$ cat config.mk
export PLATFORM = sky130hd
export DESIGN_NAME = brc_counter
export DESIGN_NICKNAME = d
export VERILOG_FILES = /design/src/hdl/brc_pkg.sv /design/src/hdl/brc_edge_sync.sv /design/src/hdl/brc_counter.sv
export VERILOG_INCLUDE_DIRS = /design/src /design/src/hdl
export SDC_FILE = /design/constraint.sdc
export NUM_CORES = 1
export LEC_CHECK = 0
export ABC_AREA = 1
export BUFFER_PORTS_ARGS = -buffer_cell sky130_fd_sc_hd__buf_2
export CELL_PAD_IN_SITES_DETAIL_PLACEMENT = 2
export CELL_PAD_IN_SITES_GLOBAL_PLACEMENT = 2
export CORE_ASPECT_RATIO = 0.75
export CORE_UTILIZATION = 30
export DETAILED_ROUTE_END_ITERATION = 8
export PLACE_DENSITY_LB_ADDON = 0.1
export RECOVER_POWER = 100
export SLEW_MARGIN = 20
export SYNTH_ARGS = -nofsm -noshare
export SYNTH_HDL_FRONTEND = slang
export SYNTH_SLANG_ARGS = --single-unit
$ cat constraint.sdc
create_clock -name sys_clk_i -period 6.7 [get_ports sys_clk_i]
set_input_delay 0 -clock sys_clk_i [delete_from_list [all_inputs] [get_ports sys_clk_i]]
set_output_delay 0 -clock sys_clk_i [all_outputs]
set_load 0.01 [all_outputs]
$ cat src/hdl/brc_map.svh
// Constants for the fourteen-stage binary counter.
`ifndef BRC_MAP_SVH
`define BRC_MAP_SVH
`define BRC_STAGES 14
`define BRC_UPPER_FIRST 4
`define BRC_UPPER_COUNT 11
`endif

$ cat src/hdl/brc_pkg.sv
// Types shared by the binary counter files.
package brc_pkg;
   typedef struct packed {
      logic [10:0] upper_stage_outputs;
      logic first_stage_output;
   } brc_outputs_type;
endpackage

$ cat src/hdl/brc_edge_sync.sv
// Two-flop synchroniser with falling-edge detector for the count clock pin.
`timescale 1ns/1ps
module brc_edge_sync (
   input wire logic sys_clk_i,
   input wire logic sys_rst_i,
   input wire logic pin_i,
   output logic fall_o
);
   logic meta;
   logic sync;
   logic last;
   logic next_fall;

   always_comb begin
      next_fall = last & ~sync;
   end

   always_ff @(posedge sys_clk_i or posedge sys_rst_i) begin
      if (sys_rst_i) begin
         meta <= 1'b0;
         sync <= 1'b0;
         last <= 1'b0;
         fall_o <= 1'b0;
      end else begin
         meta <= pin_i;
         sync <= meta;
         last <= sync;
         fall_o <= next_fall;
      end
   end
endmodule

$ cat src/hdl/brc_counter.sv
// Fourteen-stage binary counter advanced by falling edges of a sampled clock pin.
`timescale 1ns/1ps
`include "brc_map.svh"
// Overview of operation
// - With reset low, each falling edge of the count clock advances the count by one.
// - While reset is high the count is held at zero, cleared on the system clock after a two-flop synchroniser.
// - Stage output N toggles at the count clock rate divided by two to the N.
// - Only stage one and stages four to fourteen are brought out as active-high outputs.
// - The counter has fourteen stages, all registered on the system clock; a stage flips when every lower stage is one.
module brc_counter #(
   parameter int STAGES = `BRC_STAGES
) (
   input wire logic sys_clk_i,
   input wire logic sys_rst_i,
   input wire logic count_clk_i,
   input wire logic count_rst_i,
   output brc_pkg::brc_outputs_type stage_output_o
);
   // ****************************************
   // Input sampling
   // ****************************************
   logic fall;
   logic rst_meta;
   logic rst_sync;

   brc_edge_sync u_clk_sync (
      .sys_clk_i(sys_clk_i),
      .sys_rst_i(sys_rst_i),
      .pin_i(count_clk_i),
      .fall_o(fall)
   );

   always_ff @(posedge sys_clk_i or posedge sys_rst_i) begin
      if (sys_rst_i) begin
         rst_meta <= 1'b0;
         rst_sync <= 1'b0;
      end else begin
         rst_meta <= count_rst_i;
         rst_sync <= rst_meta;
      end
   end

   // ****************************************
   // Count stages
   // ****************************************
   logic [STAGES-1:0] count;
   logic [STAGES-1:0] next_count;
   logic [STAGES-1:0] toggle_mask;
   brc_pkg::brc_outputs_type next_out;

   // Returns the stages that flip on one count: a stage flips when every lower stage is one,
   // which is what a chain of stages each clocked by its neighbour would do.
   function automatic logic [STAGES-1:0] stage_flips(logic [STAGES-1:0] value);
      logic [STAGES-1:0] flips;
      logic carry;
      flips = '0;
      carry = 1'b1;
      for (int k = 0; k < STAGES; k++) begin
         flips[k] = carry;
         carry = carry & value[k];
      end
      return flips;
   endfunction

   // Picks the stages that are brought out from a full count value.
   function automatic brc_pkg::brc_outputs_type pin_view(logic [STAGES-1:0] value);
      brc_pkg::brc_outputs_type view;
      view.first_stage_output = value[0];
      view.upper_stage_outputs = value[`BRC_UPPER_FIRST-1 +: `BRC_UPPER_COUNT];
      return view;
   endfunction

   always_comb begin
      toggle_mask = stage_flips(count);
      next_count = count;
      if (rst_sync) begin
         next_count = '0;
      end else if (fall) begin
         next_count = count ^ toggle_mask;
      end
      next_out = pin_view(next_count);
   end

   always_ff @(posedge sys_clk_i or posedge sys_rst_i) begin
      if (sys_rst_i) begin
         count <= '0;
         stage_output_o <= '0;
      end else begin
         count <= next_count;
         stage_output_o <= next_out;
      end
   end

   // ****************************************
   // Reference count
   // ****************************************
   // A plain adder kept beside the stage chain, so the checks do not trust the chain itself.
   logic [STAGES-1:0] ref_count;
   logic [STAGES-1:0] next_ref_count;

   always_comb begin
      next_ref_count = ref_count;
      if (rst_sync) begin
         next_ref_count = '0;
      end else if (fall) begin
         next_ref_count = ref_count + 1'b1;
      end
   end

   always_ff @(posedge sys_clk_i or posedge sys_rst_i) begin
      if (sys_rst_i) begin
         ref_count <= '0;
      end else begin
         ref_count <= next_ref_count;
      end
   end

   // ****************************************
   // Reset checks
   // ****************************************
   a_reset_clears: assert property (@(posedge sys_clk_i) disable iff (sys_rst_i)
      rst_sync |=> (stage_output_o == '0))
      else $error("output not zero in reset");

   // The system reset clears the outputs without waiting for a clock edge.
   a_sys_reset_low: assert property (@(posedge sys_clk_i)
      sys_rst_i |-> (stage_output_o == '0))
      else $error("output not zero in system reset");

   a_pin_reset_count: assert property (@(posedge sys_clk_i) disable iff (sys_rst_i)
      rst_sync |=> (count == '0))
      else $error("count not zero in reset");

   // A fall that meets the pin reset is dropped, so the reset wins.
   a_reset_wins: assert property (@(posedge sys_clk_i) disable iff (sys_rst_i)
      (rst_sync && fall) |=> (count == '0))
      else $error("fall beat the reset");

   // ****************************************
   // Count checks
   // ****************************************
   a_fall_advances: assert property (@(posedge sys_clk_i) disable iff (sys_rst_i)
      (fall && !rst_sync) |=> (count == $past(count) + 1'b1))
      else $error("count did not advance");

   // Rising edges and steady levels make no fall pulse, so the count must stand.
   a_hold_no_edge: assert property (@(posedge sys_clk_i) disable iff (sys_rst_i)
      (!fall && !rst_sync) |=> $stable(count))
      else $error("count moved without edge");

   a_wrap_zero: assert property (@(posedge sys_clk_i) disable iff (sys_rst_i)
      (fall && !rst_sync && &count) |=> (count == '0))
      else $error("no wrap");

   a_stage_toggle: assert property (@(posedge sys_clk_i) disable iff (sys_rst_i)
      (fall && !rst_sync && count[2:0] == 3'h7) |=> (count[3] != $past(count[3])))
      else $error("stage four did not toggle");

   // An even count moves only the first stage; nothing above it may follow.
   a_stage_ripple: assert property (@(posedge sys_clk_i) disable iff (sys_rst_i)
      (fall && !rst_sync && count[0] == 1'b0) |=> (count[STAGES-1:1] == $past(count[STAGES-1:1])))
      else $error("upper stages changed early");

   a_single_step: assert property (@(posedge sys_clk_i) disable iff (sys_rst_i)
      (fall && !rst_sync) |=> ((count ^ $past(count)) == stage_flips($past(count))))
      else $error("wrong stages flipped");

   // The first stage halves the count clock, so it flips on every counted fall.
   a_first_stage_rate: assert property (@(posedge sys_clk_i) disable iff (sys_rst_i)
      (fall && !rst_sync) |=> (count[0] != $past(count[0])))
      else $error("first stage did not flip");

   a_top_stage_toggle: assert property (@(posedge sys_clk_i) disable iff (sys_rst_i)
      (fall && !rst_sync && &count[STAGES-2:0]) |=> (count[STAGES-1] != $past(count[STAGES-1])))
      else $error("top stage did not toggle");

   // One pin fall must yield exactly one count pulse.
   a_fall_pulse_once: assert property (@(posedge sys_clk_i) disable iff (sys_rst_i)
      fall |=> !fall)
      else $error("fall pulse longer than one cycle");

   a_ref_count_match: assert property (@(posedge sys_clk_i) disable iff (sys_rst_i)
      (count == ref_count))
      else $error("count differs from reference");

   // ****************************************
   // Output checks
   // ****************************************
   a_outputs_map: assert property (@(posedge sys_clk_i) disable iff (sys_rst_i)
      ##1 (stage_output_o.first_stage_output == $past(next_count[0]) || $past(rst_sync)))
      else $error("first stage mismatch");

   a_upper_map: assert property (@(posedge sys_clk_i) disable iff (sys_rst_i)
      (stage_output_o.upper_stage_outputs == count[13:3]))
      else $error("upper stage mismatch");

   // The outputs must always show the reference count, stages two and three left out.
   a_output_view: assert property (@(posedge sys_clk_i) disable iff (sys_rst_i)
      (stage_output_o == pin_view(ref_count)))
      else $error("outputs differ from reference");

   // ****************************************
   // Coverage
   // ****************************************
   c_wrap: cover property (@(posedge sys_clk_i) disable iff (sys_rst_i)
      fall && &count);
   c_reset: cover property (@(posedge sys_clk_i) disable iff (sys_rst_i)
      rst_sync && count != '0);
   c_advance: cover property (@(posedge sys_clk_i) disable iff (sys_rst_i)
      fall && !rst_sync);
   c_reset_release: cover property (@(posedge sys_clk_i) disable iff (sys_rst_i)
      rst_sync ##1 !rst_sync);
   c_upper_carry: cover property (@(posedge sys_clk_i) disable iff (sys_rst_i)
      fall && !rst_sync && count[2:0] == 3'h7);
endmodule

=== Word-level counts from Yosys, hierarchy flattened ===
Cells that the tools add are included.

* Flip-flop bits (word level): 32
* Input port bits: 4
* Output and inout bits: 12
* Word-level logic and storage cells: 28

* Muxes and demuxes: 2
* Bitwise operators: 15
* Reduce and logical (&&, ||, !) cells: 1

{| class="wikitable"
|+ Operators with widths
! operator !! count
|-
| $mux 14 || 2
|-
| $xor 14x14->14 || 1
|-
| $and 1x1->1 || 13
|-
| $reduce_bool 2->1 || 1
|-
| $not 1->1 || 1
|}

=== Longest topological paths before layout ===
* Depth in word-level cells: 15
* Mapped depth: 15

=== Cells and area by module ===
From an unflattened synthesis, not the netlist that was laid out.

* Cells, all modules: 97
* Area, all modules: 988.4 µm²

{| class="wikitable"
|+ By module, submodules not included
! module !! times used !! cells an instance !! area an instance (µm²) !! sequential area each (µm²)
|-
| brc_counter || 1 || 90 || 874.6 || 400.4
|-
| brc_edge_sync || 1 || 7 || 113.9 || 100.1
|}

=== Worst setup path after synthesis ===
OpenSTA, ideal clock, no wires.

* Path kind: register to register
* From: register count[0]
* To: register stage_output_o[10] (netlist bit)
* Setup time: 116 ps
* Data arrival time: 2666 ps
* Data required time: 6584 ps
* Path slack: 3917 ps
* Stages on the path, launching flop included: 15
* Buffers on the path: 0
* Clock period less this slack: 2783 ps
* Cell sequence: dfrtp_1 > ha_1 > ha_1 > ha_1 > ha_1 > ha_1 > ha_1 > ha_1 > ha_1 > ha_1 > ha_1 > ha_1 > ha_1 > nand3_1 > nand2_1

* Cells in the longest elaborated chain, start to end: 14

{| class="wikitable"
|+ RTL lines
! what !! RTL line !! text
|-
| from (decl) || brc_counter.sv:46 || <nowiki>logic [STAGES-1:0] count;</nowiki>
|-
| from (signal assigned) || brc_counter.sv:89 || <nowiki>count <= next_count;</nowiki>
|-
| $and 1x1->1 (11 in series) || brc_counter.sv:60 || <nowiki>carry = carry & value[k];</nowiki>
|-
| $xor 14x14->14 || brc_counter.sv:79 || <nowiki>next_count = count ^ toggle_mask;</nowiki>
|-
| $mux 14 || brc_counter.sv:78 || <nowiki>end else if (fall) begin</nowiki>
|-
| $mux 14 || brc_counter.sv:76 || <nowiki>if (rst_sync) begin</nowiki>
|-
| to (signal assigned) || brc_counter.sv:90 || <nowiki>stage_output_o <= next_out;</nowiki>
|-
| to (decl) || brc_counter.sv:17 || <nowiki>output brc_pkg::brc_outputs_type stage_output_o</nowiki>
|}

No other way between the ends. The select of a mux whose other input is x is not followed.
A chain may end at the register's enable or synchronous reset.

=== Worst setup path after layout ===
Ends and elaborated chain as after synthesis.

==> results.json <==
{
  "io_pins": 16,
  "min_path_type": "register to register",
  "dr_wl_met3_um": 91,
  "synthCells": 96,
  "dr.max_layer_used": "met4",
  "rsz0062_at_grt": "no",
  "ant_nets": 0,
  "ys_types": 14,
  "r2r_start": "count[0]",
  "die-area_sq_mm": 0.003565,
  "rr_worst_depth": 14,
  "drt_iter0_drc": 16,
  "cp-start-kind": "register",
  "clkLatencyLatePin_ns": 0.26,
  "p_leak_nw": 0.5951,
  "cts_max_level": 1,
  "tns_ns": 0,
  "synth_nets": 112,
  "r2r_end": "stage_output_o[10]",
  "worstSetupPathType": "register to register",
  "grt_pass1_vias": 687,
  "synth_simple_gate_area_frac": 0.1980,
  "fin_util": 0.3422,
  "track_usage": 0.1309,
  "hold_end": "u_clk_sync.sync",
  "die_y_um": 51.96,
  "maxSlewViolCount": 0,
  "ys_seq_elements": 20,
  "synth.avg_cell_area_sq_um": 10.40,
  "port-buffer-count": 15,
  "crit_fanout": 4,
  "root_buffer": "clkbuf_8",
  "status": "complete, no violations",
  "fin_ws_ns": 3.704,
  "clkTransAtPathRegs_ns": 0.08,
  "syn-cell-area_sq_um": 998.5,
  "yosysTopAreaCell": "dfrtp_1",
  "grt_remaining_overflow": 0,
  "setup_viol": 0,
  "finalWirelength_um": 1914,
  "layout-drive-gt1-share": 0.1089,
  "initial_utilization": 0.3283,
  "fp.dieW_um": 68.62,
  "dp_hpwl_um": 1283,
  "synthMuxAreaShare": 0,
  "drtPass1Iterations": 4,
  "slew_headroom": 0.2454,
  "gp_congestion": 0.6556,
  "drv_cap": 0,
  "cts.sinks": 20,
  "synth_top_area_share": 0.5013,
  "min_from": "u_clk_sync.meta",
  "wl_met2_um": 839,
  "synth_warnings": 0,
  "ys_seq_area_frac": 0.5013,
  "final_hold_viol_count": 0,
  "power_density_mw_per_mm2": 206.0,
  "diodes": 0,
  "synth-adder-area-share": 0.1504,
  "synth_top_family_by_area": "simple AND/OR/NAND/NOR gates",
  "final_cell_mix": "nand2_1, dfrtp_1, nand3_1",
  "critPathArrivalTime_ns": 3.15,
  "clockBufferDepth": 2,
  "antenna_found_initial": 0,
  "rows": 17,
  "place_ws_ns": 3.651,
  "final_common_cell": "nand2_1",
  "synth_xor_area_frac": 0,
  "cts_tree": "yes",
  "grt_max_degree": 21,
  "drc": 0,
  "peakVddDrop_v": 0.00008311,
  "timing.hold.ws_ns": 0.3477,
  "synth_area_leaders": "dfrtp_1, ha_1, buf_4, nand2_1, nand3_1",
  "vias": 646,
  "post_cts_resized": 0,
  "routedWlPerCell_um": 13.77,
  "tightest_slew_ns": 1.128,
  "min_path_cells": 0,
  "cts_buffers": 3,
  "fin_crit_sh": 0.4472,
  "cp-end-kind": "register",
  "grt_pass1_wl_um": 3215,
  "r2r_slack_ns": 3.70,
  "coreArea_sq_mm": 0.003042,
  "fmax_mhz": 333.8,
  "finalNetCount": 119,
  "fin_skew_ns": 0.008418,
  "synth-compound-area-share": 0.01003,
  "period_needed_ns": 2.996,
  "cp.required_ns": 6.85,
  "syn_to_final_growth_pct": 4.261,
  "met1_length_um": 968,
  "fin_total_pwr_w": 0.0002145,
  "avgViaCountPerCell": 4.647
}
## how the worst max path moves through the flow
stage                                     to  slack [ns]     start
after floorplan           stage_output_o[10]        3.92  count[0]
after global placement             count[13]        3.73  count[0]
after detailed placement           count[13]        3.65  count[0]
after CTS                          count[13]        3.64  count[0]
after global routing      stage_output_o[10]        3.55  count[0]
final                     stage_output_o[10]        3.70  count[0]
## worst max-delay path, cell delays in order (launching register included)
cell	delay, ns
dfrtp_1	0.41
ha_1	0.22
ha_1	0.19
ha_1	0.18
ha_1	0.19
ha_1	0.19
ha_1	0.18
ha_1	0.18
ha_1	0.18
ha_1	0.19
ha_1	0.19
ha_1	0.18
ha_1	0.27
nand3_1	0.08
nand2_1	0.07
## report_power, final
group          total [W]  internal, W  switching, W
clock          0.0000785    0.0000400     0.0000385
combinational  0.0000102   0.00000303    0.00000720
sequential      0.000126     0.000123    0.00000262
total           0.000214     0.000166     0.0000483
## cell families (layout without fill, tap and decap cells)
logic type	count (synthesis)	count (layout)
fa+ha+maj	12	12
simple gates	43	43
buf+inv	19	24
compound gates	2	2
flops	20	20
## cell type report
type | instances | area, sq um
Fill cell | 357 | 2001
Sequential cell | 20 | 500.5
Multi-Input combinational cell | 57 | 350.3
Timing Repair Buffer | 18 | 90.09
Tap cell | 38 | 47.55
Clock buffer | 3 | 41.29
Inverter | 3 | 11.26
## sequential cells by signal, summed over array words and instances (netlist names)
signal	cells
u_clk_sync.sync	1
rst_meta	1
u_clk_sync.fall_o	1
u_clk_sync.last	1
count	4
stage_output_o	10
rst_sync	1
u_clk_sync.meta	1
## synthesized netlist by cell type (all sizes together)
library cell  instances
a21oi                 1
dfrtp                20
nand2                27
o21ai                 1
buf                  16
nor2                  3
nand3                13
ha                   12
inv                   3
## stage by stage
| stage | area [sq um] | instances |
|---|---|---|
| detailed placement | 992.2 | 133 |
| CTS | 1064 | 139 |
| floorplan | 998.5 | 96 |
| global route | 1041 | 139 |
| finish | 1041 | 139 |
| global placement | 992.2 | 133 |
## routing by layer
layer / track usage / up-vias
met5: 0 / -
met3: 0.05263 / 2
met1: 0.1619 / 322
met4: 0.04167 / 0
li1: - / 309
met2: 0.2059 / 13
## repair_timing
action	in CTS	in global routing
hold endpoints to repair	22	0
hold buffers	3	0
buffers inserted	0	0
Power figures use the tool's default switching activity.
